<file path="src/verilog/pswl_pkg.sv">
// Purpose: shared constants for the panel stop and parameter write lock block
// Assumes: controller clock of 20 MHz
// Notes:   parameter numbers are the drive's own parameter numbers
package pswl_pkg;

	// timing
	localparam int CLK_HZ            = 20_000_000;
	localparam int PANEL_LOSS_MS     = 1000;
	localparam int PANEL_LOSS_CYCLES = PANEL_LOSS_MS * (CLK_HZ / 1000);

	// register port
	localparam int         ADDR_W      = 4;
	localparam logic [3:0] ADDR_CFG    = 4'h0;
	localparam logic [3:0] ADDR_STATUS = 4'h4;

	// configuration register fields
	localparam int CFG_SRS_LSB  = 0;
	localparam int CFG_WP_LSB   = 8;
	localparam int CFG_COAST    = 12;
	localparam int CFG_SRC_DEF  = 13;
	localparam int CFG_DISP_EXT = 14;

	// configuration reset values
	localparam logic [4:0] SRS_RESET      = 5'h0e;
	localparam logic [1:0] WP_RESET       = 2'h0;
	localparam logic       COAST_RESET    = 1'h0;
	localparam logic       SRC_DEF_RESET  = 1'h1;
	localparam logic       DISP_EXT_RESET = 1'h1;

	// status register fields
	localparam int ST_PANEL_STOP = 0;
	localparam int ST_LOSS_FAULT = 1;
	localparam int ST_JOG_STOP   = 2;
	localparam int ST_LOCAL_STOP = 3;
	localparam int ST_ISSUER_HH  = 4;
	localparam int ST_HH_PRESENT = 5;
	localparam int ST_SRC_HH     = 6;
	localparam int ST_HH_SEEN    = 7;

	// write protection modes
	localparam logic [1:0] WP_STOP_ONLY = 2'h0;
	localparam logic [1:0] WP_INHIBIT   = 2'h1;
	localparam logic [1:0] WP_ALWAYS    = 2'h2;

	// operating modes
	localparam logic [1:0] MODE_PANEL    = 2'h0;
	localparam logic [1:0] MODE_TERMINAL = 2'h1;
	localparam logic [1:0] MODE_NETWORK  = 2'h2;

	// access kinds of a parameter check
	localparam logic [1:0] KIND_READ      = 2'h0;
	localparam logic [1:0] KIND_WRITE     = 2'h1;
	localparam logic [1:0] KIND_CLEAR     = 2'h2;
	localparam logic [1:0] KIND_ALL_CLEAR = 2'h3;

	// stop/reset selection settings
	localparam logic [4:0] SRS_HI_FIRST = 5'h0e;
	localparam logic [4:0] SRS_HI_LAST  = 5'h11;
	localparam logic [4:0] SRS_LO_LAST  = 5'h03;

	// parameter numbers
	localparam int         PN_W        = 10;
	localparam logic [9:0] PN_CARRIER  = 10'h048;
	localparam logic [9:0] PN_SOFT_MOD = 10'h0f0;
	localparam logic [9:0] PN_WP       = 10'h04d;

	localparam int INH_N = 7;
	localparam logic [INH_N-1:0][9:0] INHIBIT_EXC = {
		10'h016, 10'h04b, 10'h04d, 10'h04f, 10'h0a0, 10'h128, 10'h129};

	localparam int RUN_N = 31;
	localparam logic [RUN_N-1:0][9:0] RUN_LOCKED = {
		10'h017, 10'h028, 10'h030, 10'h03c, 10'h042, 10'h047, 10'h04f, 10'h050,
		10'h052, 10'h053, 10'h054, 10'h05a, 10'h060, 10'h0b2, 10'h0b3, 10'h0b4,
		10'h0b5, 10'h0b6, 10'h0be, 10'h0c0, 10'h0ff, 10'h100, 10'h101, 10'h102,
		10'h105, 10'h12a, 10'h157, 10'h1c2, 10'h231, 10'h233, 10'h234};

endpackage

</file>
<file path="src/verilog/pswl_top.sv">
// Purpose: panel stop latch, panel loss trip and parameter write lock of a drive
// Assumes: key, mode, run and trip inputs come from logic on core_clk
// Notes:   rst_n doubles as the power-supply reset
`timescale 1ns/1ps
module pswl_top #(
	parameter int LOSS_CYCLES = pswl_pkg::PANEL_LOSS_CYCLES
) (
	input  wire logic        core_clk,
	input  wire logic        rst_n,
	input  wire logic [3:0]  reg_addr,
	input  wire logic [31:0] reg_wdata,
	input  wire logic        reg_wr,
	input  wire logic        reg_rd,
	output logic      [31:0] reg_rdata,
	input  wire logic        handheld_panel_present,
	input  wire logic        clear_input,
	input  wire logic        forward_start_input,
	input  wire logic        reverse_start_input,
	input  wire logic        comm_reset,
	input  wire logic        stop_key_builtin,
	input  wire logic        stop_key_handheld,
	input  wire logic        mode_key_builtin,
	input  wire logic        mode_key_handheld,
	input  wire logic [1:0]  op_mode,
	input  wire logic        rs485_via_panel_port,
	input  wire logic        panel_jog_active,
	input  wire logic        motor_running,
	input  wire logic        drive_tripped,
	input  wire logic        chk_valid,
	input  wire logic [9:0]  chk_num,
	input  wire logic [1:0]  chk_kind,
	input  wire logic        chk_always_writable,
	output logic             chk_done,
	output logic             chk_grant,
	output logic             panel_stop_state,
	output logic             decel_stop_cmd,
	output logic             stop_coast_sel,
	output logic             run_permit,
	output logic             fault_out,
	output logic             panel_loss_fault,
	output logic             reset_accept,
	output logic             handheld_is_source
);

	localparam int LW = $clog2(LOSS_CYCLES + 1);
	localparam logic [LW-1:0] LOSS_LAST = LW'(LOSS_CYCLES - 1);

	// pin index within the synchroniser
	localparam int P_PRES = 3;
	localparam int P_CLR  = 2;
	localparam int P_FWD  = 1;
	localparam int P_REV  = 0;

	typedef enum logic [1:0] {
		STOP_IDLE,
		STOP_LOCAL,
		STOP_PANEL
	} pswl_stop_t;

	typedef struct packed {
		logic [3:0]  s1;
		logic [3:0]  s2;
		logic [3:0]  s3;
		logic [3:0]  pins;
		logic [4:0]  srs;
		logic [1:0]  wp;
		logic        coast_sel;
		logic        src_def;
		logic        disp_ext;
		pswl_stop_t  stop;
		logic        issuer_hh;
		logic        jog_stop;
		logic        hh_seen;
		logic        loss_fault;
		logic [LW-1:0] loss_cnt;
		logic        clr_prev;
		logic        reset_pulse;
		logic [31:0] rdata;
		logic        chk_done;
		logic        chk_grant;
	} pswl_state_t;

	pswl_state_t state_reg;
	pswl_state_t state_next;

	logic hh_present;
	logic starts_on;
	logic hi_group;
	logic trip_setting;
	logic detect_en;
	logic tripped;
	logic reset_ok;
	logic reset_take;
	logic panel_mode;
	logic key_hh;
	logic key_src;
	logic key_off;
	logic ps_set;
	logic ps_issuer_hh;
	logic local_set;
	logic ps_reset;
	logic in_inhibit_exc;
	logic in_run_locked;
	logic grant_now;
	logic [4:0] wr_srs;
	logic [1:0] wr_wp;

	assign hh_present   = state_reg.pins[P_PRES];
	assign starts_on    = state_reg.pins[P_FWD] | state_reg.pins[P_REV];
	assign panel_mode   = (op_mode == pswl_pkg::MODE_PANEL);
	assign hi_group     = (state_reg.srs >= pswl_pkg::SRS_HI_FIRST);
	assign trip_setting = (state_reg.srs == 5'h02) | (state_reg.srs == 5'h03)
		| (state_reg.srs == 5'h10) | (state_reg.srs == 5'h11);
	assign detect_en    = trip_setting & ~rs485_via_panel_port;
	assign tripped      = drive_tripped | state_reg.loss_fault;
	assign reset_ok     = ~state_reg.srs[0] | tripped;
	assign reset_take   = ((state_reg.pins[P_CLR] & ~state_reg.clr_prev) | comm_reset)
		& reset_ok;

	// command source among the two panels
	assign handheld_is_source = state_reg.src_def & hh_present;
	assign key_hh  = stop_key_handheld & hh_present;
	assign key_src = handheld_is_source ? key_hh : stop_key_builtin;
	assign key_off = handheld_is_source ? stop_key_builtin : key_hh;

	// panel stop request and the unit that made it
	always_comb begin
		ps_set       = 1'b0;
		ps_issuer_hh = 1'b0;
		local_set    = 1'b0;
		if (hi_group) begin
			if (!panel_mode) begin
				ps_set       = stop_key_builtin | key_hh;
				ps_issuer_hh = key_hh;
			end else if (key_off) begin
				ps_set       = 1'b1;
				ps_issuer_hh = ~handheld_is_source;
			end else if (rs485_via_panel_port & stop_key_builtin) begin
				ps_set       = 1'b1;
				ps_issuer_hh = 1'b0;
			end else begin
				local_set    = key_src;
			end
		end else begin
			local_set = panel_mode & (stop_key_builtin | key_hh);
		end
	end

	// stop reset only from the issuing unit, at standstill with starts released
	assign ps_reset = (state_reg.issuer_hh ? mode_key_handheld : mode_key_builtin)
		& ~motor_running & ~starts_on;

	// parameter list membership
	always_comb begin
		in_inhibit_exc = 1'b0;
		in_run_locked  = 1'b0;
		for (int i = 0; i < pswl_pkg::INH_N; i++) begin
			if (chk_num == pswl_pkg::INHIBIT_EXC[i]) begin
				in_inhibit_exc = 1'b1;
			end
		end
		for (int i = 0; i < pswl_pkg::RUN_N; i++) begin
			if (chk_num == pswl_pkg::RUN_LOCKED[i]) begin
				in_run_locked = 1'b1;
			end
		end
	end

	// write permission of one parameter access
	always_comb begin
		grant_now = 1'b0;
		if (chk_kind == pswl_pkg::KIND_READ) begin
			grant_now = 1'b1;
		end else begin
			case (state_reg.wp)
				pswl_pkg::WP_STOP_ONLY: begin
					if (chk_kind != pswl_pkg::KIND_WRITE) begin
						grant_now = panel_mode & ~motor_running;
					end else if (chk_num == pswl_pkg::PN_CARRIER
						|| chk_num == pswl_pkg::PN_SOFT_MOD) begin
						grant_now = panel_mode;
					end else begin
						grant_now = chk_always_writable
							| (panel_mode & ~motor_running);
					end
				end
				pswl_pkg::WP_INHIBIT: begin
					grant_now = (chk_kind == pswl_pkg::KIND_WRITE) & in_inhibit_exc;
				end
				pswl_pkg::WP_ALWAYS: begin
					if (chk_kind == pswl_pkg::KIND_WRITE) begin
						grant_now = ~(motor_running & in_run_locked);
					end else begin
						grant_now = ~motor_running;
					end
				end
				default: begin
					grant_now = 1'b0;
				end
			endcase
			if (chk_kind == pswl_pkg::KIND_WRITE && chk_num == pswl_pkg::PN_WP
				&& !state_reg.disp_ext) begin
				grant_now = 1'b0;
			end
		end
	end

	// register write fields, kept when the value is out of range
	assign wr_srs = reg_wdata[pswl_pkg::CFG_SRS_LSB +: 5];
	assign wr_wp  = reg_wdata[pswl_pkg::CFG_WP_LSB +: 2];

	always_comb begin
		state_next = state_reg;

		// pin synchronisers: a change counts once stages two and three agree
		state_next.s1 = {handheld_panel_present, clear_input,
			forward_start_input, reverse_start_input};
		state_next.s2 = state_reg.s1;
		state_next.s3 = state_reg.s2;
		for (int i = 0; i < 4; i++) begin
			if (state_reg.s2[i] == state_reg.s3[i]) begin
				state_next.pins[i] = state_reg.s3[i];
			end
		end
		state_next.clr_prev    = state_reg.pins[P_CLR];
		state_next.reset_pulse = reset_take;

		// configuration writes
		if (reg_wr && reg_addr == pswl_pkg::ADDR_CFG) begin
			if (wr_srs <= pswl_pkg::SRS_LO_LAST
				|| (wr_srs >= pswl_pkg::SRS_HI_FIRST && wr_srs <= pswl_pkg::SRS_HI_LAST)) begin
				state_next.srs = wr_srs;
			end
			if (state_reg.disp_ext && wr_wp != 2'h3) begin
				state_next.wp = wr_wp;
			end
			state_next.coast_sel = reg_wdata[pswl_pkg::CFG_COAST];
			state_next.src_def   = reg_wdata[pswl_pkg::CFG_SRC_DEF];
			state_next.disp_ext  = reg_wdata[pswl_pkg::CFG_DISP_EXT];
		end

		// register reads: data stand only in the cycle after the strobe
		state_next.rdata = 32'h0000_0000;
		if (reg_rd) begin
			case (reg_addr)
				pswl_pkg::ADDR_CFG: begin
					state_next.rdata[pswl_pkg::CFG_SRS_LSB +: 5] = state_reg.srs;
					state_next.rdata[pswl_pkg::CFG_WP_LSB +: 2]  = state_reg.wp;
					state_next.rdata[pswl_pkg::CFG_COAST]        = state_reg.coast_sel;
					state_next.rdata[pswl_pkg::CFG_SRC_DEF]      = state_reg.src_def;
					state_next.rdata[pswl_pkg::CFG_DISP_EXT]     = state_reg.disp_ext;
				end
				pswl_pkg::ADDR_STATUS: begin
					state_next.rdata[pswl_pkg::ST_PANEL_STOP] = state_reg.stop == STOP_PANEL;
					state_next.rdata[pswl_pkg::ST_LOSS_FAULT] = state_reg.loss_fault;
					state_next.rdata[pswl_pkg::ST_JOG_STOP]   = state_reg.jog_stop;
					state_next.rdata[pswl_pkg::ST_LOCAL_STOP] = state_reg.stop == STOP_LOCAL;
					state_next.rdata[pswl_pkg::ST_ISSUER_HH]  = state_reg.issuer_hh;
					state_next.rdata[pswl_pkg::ST_HH_PRESENT] = hh_present;
					state_next.rdata[pswl_pkg::ST_SRC_HH]     = handheld_is_source;
					state_next.rdata[pswl_pkg::ST_HH_SEEN]    = state_reg.hh_seen;
				end
				default: begin
					state_next.rdata = 32'h0000_0000;
				end
			endcase
		end

		// stop latch; a new stop in the reset cycle keeps the latch set
		case (state_reg.stop)
			STOP_IDLE: begin
				if (ps_set) begin
					state_next.stop      = STOP_PANEL;
					state_next.issuer_hh = ps_issuer_hh;
				end else if (local_set) begin
					state_next.stop = STOP_LOCAL;
				end
			end
			STOP_LOCAL: begin
				if (ps_set) begin
					state_next.stop      = STOP_PANEL;
					state_next.issuer_hh = ps_issuer_hh;
				end else if (!motor_running) begin
					state_next.stop = STOP_IDLE;
				end
			end
			STOP_PANEL: begin
				if (ps_set) begin
					state_next.issuer_hh = ps_issuer_hh;
				end else if (ps_reset || reset_take) begin
					state_next.stop = STOP_IDLE;
				end
			end
			default: begin
				state_next.stop = STOP_IDLE;
			end
		endcase

		// panel removed during panel jog with operation continued
		if (!trip_setting && panel_jog_active && !hh_present && state_reg.hh_seen) begin
			state_next.jog_stop = 1'b1;
		end else if (!motor_running) begin
			state_next.jog_stop = 1'b0;
		end

		// panel loss detection, only after the panel has been seen
		if (hh_present) begin
			state_next.hh_seen = 1'b1;
		end
		if (detect_en && state_reg.hh_seen && !hh_present) begin
			if (state_reg.loss_cnt == LOSS_LAST) begin
				state_next.loss_fault = 1'b1;
			end else begin
				state_next.loss_cnt = state_reg.loss_cnt + LW'(1);
			end
		end else begin
			state_next.loss_cnt = '0;
		end
		if (reset_take && !(state_next.loss_fault && !state_reg.loss_fault)) begin
			state_next.loss_fault = 1'b0;
			state_next.loss_cnt   = '0;
		end

		// parameter access check, answered one cycle later
		state_next.chk_done  = chk_valid;
		state_next.chk_grant = chk_valid & grant_now;
	end

	always_ff @(posedge core_clk) begin
		if (!rst_n) begin
			state_reg             <= '0;
			state_reg.srs         <= pswl_pkg::SRS_RESET;
			state_reg.wp          <= pswl_pkg::WP_RESET;
			state_reg.coast_sel   <= pswl_pkg::COAST_RESET;
			state_reg.src_def     <= pswl_pkg::SRC_DEF_RESET;
			state_reg.disp_ext    <= pswl_pkg::DISP_EXT_RESET;
			state_reg.stop        <= STOP_IDLE;
		end else begin
			state_reg <= state_next;
		end
	end

	assign reg_rdata        = state_reg.rdata;
	assign chk_done         = state_reg.chk_done;
	assign chk_grant        = state_reg.chk_grant;
	assign panel_stop_state = state_reg.stop == STOP_PANEL;
	assign decel_stop_cmd   = (state_reg.stop != STOP_IDLE) | state_reg.jog_stop;
	assign stop_coast_sel   = state_reg.coast_sel & (state_reg.stop != STOP_PANEL);
	assign run_permit       = (state_reg.stop != STOP_PANEL) & ~state_reg.loss_fault
		& ~state_reg.jog_stop;
	assign fault_out        = state_reg.loss_fault;
	assign panel_loss_fault = state_reg.loss_fault;
	assign reset_accept     = state_reg.reset_pulse;

endmodule

</file>
<file path="config.mk">
export PLATFORM = sky130hd
export DESIGN_NAME = pswl_top
export DESIGN_NICKNAME = d
export VERILOG_FILES = /design/src/verilog/pswl_pkg.sv /design/src/verilog/pswl_top.sv
export SDC_FILE = /design/constraint.sdc
export NUM_CORES = 1
export LEC_CHECK = 0
export ABC_AREA = 1
export CORE_AREA = 5 5 95 97
export CTS_BUF_LIST = sky130_fd_sc_hd__clkbuf_4 sky130_fd_sc_hd__clkbuf_8
export CTS_CLUSTER_SIZE = 16
export DETAILED_ROUTE_END_ITERATION = 12
export DIE_AREA = 0 0 100 102
export DONT_BUFFER_PORTS = 1
export GPL_TIMING_DRIVEN = 0
export PLACE_DENSITY = 0.75
export SLEW_MARGIN = 15
export SYNTH_ARGS = -nofsm -noshare
export SYNTH_HDL_FRONTEND = slang
export SYNTH_SLANG_ARGS = --single-unit
</file>
<file path="constraint.sdc">
create_clock -name core_clk -period 4.46 [get_ports core_clk]
set_input_delay 0.892 -clock core_clk [delete_from_list [all_inputs] [get_ports core_clk]]
set_output_delay 0.892 -clock core_clk [all_outputs]
set_load 0.01 [all_outputs]
</file>
## Word-level counts from Yosys, hierarchy flattened

Index checks and enable logic that the tools add are counted.

- Bits in registers: 93
- Input bits: 69
- Output and inout bits: 42
- Logic and storage cells: 236

- $add $sub $neg: 1
- $lt $le $gt $ge: 4
- Eq/ne operators: 62
- Muxes and demuxes: 70
- Bitwise gates (word level): 37
- Reductions and logical operators: 36

Operators with widths:

| kind | number |
|---|---|
| $eq A10 B7 Y1 const B | 12 |
| $eq A10 B8 Y1 const B | 10 |
| $eq A10 B9 Y1 const B | 9 |
| $mux W1 | 61 |
| $eq A10 B10 Y1 const B | 3 |
| $eq A10 B6 Y1 const B | 3 |
| $add A25 B1 Y25 const B | 1 |
| $eq A25 B25 Y1 const B | 1 |
| $eq A10 B5 Y1 const B | 2 |
| $and A1 B1 Y1 | 16 |
| $logic_and A1 B1 Y1 | 12 |
| $mux W2 | 6 |
| $not A1 Y1 | 11 |
| $eq A5 B2 Y1 const B | 2 |
| $eq A5 B5 Y1 const B | 2 |
| $ge A5 B4 Y1 const B | 2 |
| $or A1 B1 Y1 | 10 |
| $pmux W5 S2 | 1 |
| $logic_not A2 Y1 | 4 |
| $reduce_and A2 Y1 | 4 |
| $eq A2 B1 Y1 const B | 3 |
| $ne A2 B1 Y1 const B | 3 |
| $ne A2 B2 Y1 const B | 3 |
| $ne A3 B3 Y1 const B | 2 |
| 15 further kinds | 27 |

## Longest topological paths before layout

- Depth after elaboration: 39
- Depth in mapped cells: 15
- Gate-level depth less buffers: 15

## Worst setup path after synthesis

No wires, ideal clock.

- Path type: input to register
- From: input port chk_num[2]
- To: register state_reg (netlist bit chk_grant)
- Setup time: 0.070 ns
- Arrival time: 1.994 ns
- Required time: 4.390 ns
- Setup slack: 2.396 ns
- Stages on the path: 14
- Path buffers: 1
- Cells stage by stage: buf_2 -> nor2_1 -> nand2_1 -> nor2_1 -> nand2_1 -> nand3_1 -> nand2_1 -> nand3_1 -> nand2_1 -> nand2_1 -> nand2_1 -> nand2_1 -> nand2_1 -> a21oi_1

- Cells in the longest elaborated chain, start to end: 39
- Elaborated cells on any way between the ends: 90
- Those cells by class: eq/ne: 39; mux: 44; bitwise: 4; reduce/logical: 3

RTL lines:

| element | RTL line | RTL |
|---|---|---|
| start: declaration | pswl_top.sv:30 | `input wire logic [9:0] chk_num,` |
| $eq A10 B10 Y1 | pswl_top.sv:163 | `if (chk_num == pswl_pkg::RUN_LOCKED[i]) begin` |
| $mux W1 (31 in series) | pswl_top.sv:163 |  |
| $and A1 B1 Y1 | pswl_top.sv:192 | `grant_now = ~(motor_running & in_run_locked);` |
| $not A1 Y1 | pswl_top.sv:192 |  |
| $mux W1 | pswl_top.sv:191 | `if (chk_kind == pswl_pkg::KIND_WRITE) begin` |
| $pmux W1 S3 | pswl_top.sv:175 | `case (state_reg.wp)` |
| $mux W1 * | pswl_top.sv:201 | `if (chk_kind == pswl_pkg::KIND_WRITE && chk_num == pswl_pkg::PN_WP` |
| $mux W1 * | pswl_top.sv:172 | `if (chk_kind == pswl_pkg::KIND_READ) begin` |
| $and A1 B1 Y1 * | pswl_top.sv:326 | `state_next.chk_grant = chk_valid & grant_now;` |
| end signal: assignment | pswl_top.sv:339 | `state_reg <= state_next;` |
| end: declaration | pswl_top.sv:83 | `pswl_state_t state_reg;` |

Every way passes the cells marked *; elsewhere a longest branch is shown, timed or not.
A chain may end at the register's enable or synchronous reset.

## Final worst setup path

- From: register state_reg[66] in the netlist's numbering
- To: output port stop_coast_sel

- Cells in the longest elaborated chain, start to end: 2

RTL lines:

| element | RTL line | RTL |
|---|---|---|
| $ne A2 B2 Y1 | pswl_top.sv:348 | `assign stop_coast_sel = state_reg.coast_sel & (state_reg.stop != STOP_PANEL);` |
| $and A1 B1 Y1 | pswl_top.sv:348 |  |
| end: declaration | pswl_top.sv:37 | `output logic stop_coast_sel,` |

No other way between the ends.

==> reports/summary.txt <==
critical setup path kind = register to primary output
Routed Antenna Nets = 0
status = finished clean
clk_skew = 9.84 ps
RSZ-0062 raised after global routing = false
die area = 0.0102 mm^2
DR vias/cell = 4.96
post-synth cell types = 44
setup_tns = 0 ps
Post-Route WL = 8.62 mm
hold path startpoint = state_next[86]$_SDFF_PN0_
port bufs = 0
fin crit share = 0.513
routed len/inst = 12.4 um
fin. max-slew vios = 0
Max clock buf depth = 2
Die X-Extent = 100 um
clk root buf = clkbuf_8
Slew @ Worst Pin = 567 ps
Synth area leader = dfxtp_1
most common cell after layout, fill and taps aside = nand2_1
Rel. slew slack = 0.621
Top FF cell, synth = dfxtp_1
Hold Path Sink = state_next[82]$_SDFF_PN0_
Initial Utilization = 0.484
drt drc = 0
Final Hold Vio Count = 0
first-pass GRT wire length = 14.3 mm
CP max FO = 5
r2r endpoint = state_reg[60]$_SDFFE_PP0N_
PD cells = 321 mW/mm^2
DRT Pass-1 Iters = 4
Yosys top cell area share = 0.380
total number of vias = 3455
Worst Hold Class = register to register
vias in the first global route = 3190
CP Capture Type = primary output
Core Rows = 33
Worst setup SP type = register
layout cells sized above 1 = 0.147
R2R Setup Slk = 2450 ps
all-layer global routing usage = 0.174
r2r startpoint = state_reg[36]$_SDFFE_PP0N_
fin nets = 657
hold buffer count at cts = 0
clock slew at reported path FFs = 80 ps
Clk Latency, worst-skew pair = 350 ps
synth warn = 0
GP Congestion = 0.855
top cells by area, synth = dfxtp_1, nand2_1, inv_1
largest net degree at the start of global routing = 14
hold path cells = 2
Post-synth EDFFs = 0
Setup violations, final = 0
Top Ports = 111
CTS buffer count = 9
grt ovf = 0
# resized after CTS = 0
Sink Count = 74
CTS tree = yes
max reg flops = 47
FF-to-FF path depth = 12
max-cap viol count = 0
FFs w/ async S/R, synth = 0
Max Freq = 437 MHz
Seq/Total Area, Yosys = 0.380
hold_ws = 418 ps
Area Growth Syn to Fin = 11.3%
Yosys reg bits = 74
Post-DP HPWL = 6.74 mm
VDD IR-drop max = 211 uV
Post-Syn Instances = 558
Leakage = 0.00198 uW
WP data arrival = 1400 ps
commonest non-fill, non-tap cells in the layout = nand2_1, inv_1, dfxtp_1
1st-iter DRT viols = 229
CTS HTree Levels = 3
initial antenna violation count = 0
Critical Path RT = 3570 ps
core area = 0.00805 mm^2
Syn Std Cell Area = 0.00390 mm^2
Fillers = 803
post-route minimum period = 2290 ps
ant diodes = 0
# Post-CTS Setup Buffers = 0
Die Y = 102 um
Post-Syn Area per Cell = 6.98 um^2
[report_power, final]
| group | internal [uW] | switching (uW) |
|---|---|---|
| registers | 670 | 5.83 |
| logic | 35.3 | 57.5 |
| clock network | 371 | 255 |
[synth_stat cells (5+ instances only)]
master and count:
o21ai_0 19, nor2_1 72, xor2_1 6, nand3_1 27, nand4_1 12, inv_2 10
buf_4 33, nor3_1 10, nor3_2 5, a21oi_1 37, dfxtp_1 74, nand2_1 117
inv_1 80
[layout make-up]
class	count	area, um^2	area share
clock buffers	9	124	0.0286
flip-flops and latches	74	1480	0.342
plain buffers	40	292	0.0672
well taps	105	131	0.0303
clock inverters	7	118	0.0271
inverters	90	338	0.0779
multi-input cells	372	1850	0.427
[logic make-up (layout without fill, tap and decap cells)]
kind of cell,Yosys count,count (layout),synth area share
AO/OA/AOI/OAI,80,80,0.123
XOR/XNOR,8,8,0.0180
adder cells (fa/ha/maj),1,1,0.00321
buffers and inverters,130,146,0.161
flip-flops,74,74,0.380
other,1,19,0.000962
AND/OR/NAND/NOR,264,264,0.314
[through the flow]
stage | util | setup slack (ps) | instance area [um^2] | cells | power, uW
after floorplan | - | 2400 | 3970 | 576 | 768
after global placement | 0.509 | 2190 | 4100 | 681 | 781
after detailed placement | 0.509 | 2190 | 4100 | 681 | 783
after CTS | 0.539 | 2190 | 4340 | 697 | 1400
after global routing | 0.539 | 2120 | 4340 | 697 | 1450
final | 0.539 | 2170 | 4340 | 697 | 1390
[worst max-delay path, stage by stage, from the launching register on]
cell and delay [ps]:
dfxtp_1 410, inv_1 90, nor2_1 380, nor2_1 170
[worst max-delay path by stage]
stage / start / to
detailed placement: chk_num[2] / chk_grant$_SDFF_PN0_
CTS: state_reg[66]$_SDFFE_PN0P_ / stop_coast_sel
floorplan: chk_num[2] / chk_grant$_SDFF_PN0_
finish: state_reg[66]$_SDFFE_PN0P_ / stop_coast_sel
global route: state_reg[66]$_SDFFE_PN0P_ / stop_coast_sel
global placement: chk_num[2] / chk_grant$_SDFF_PN0_
[metal layers]
layer,global-route usage,part of all wire,vias to the layer above
met4,0.0705,0.016,0
li1,-,-,1786
met3,0.0389,0.082,12
met5,0,0,-
met1,0.232,0.46,1549
met2,0.273,0.44,108
Note: power is estimated with default switching activity, not from simulation.
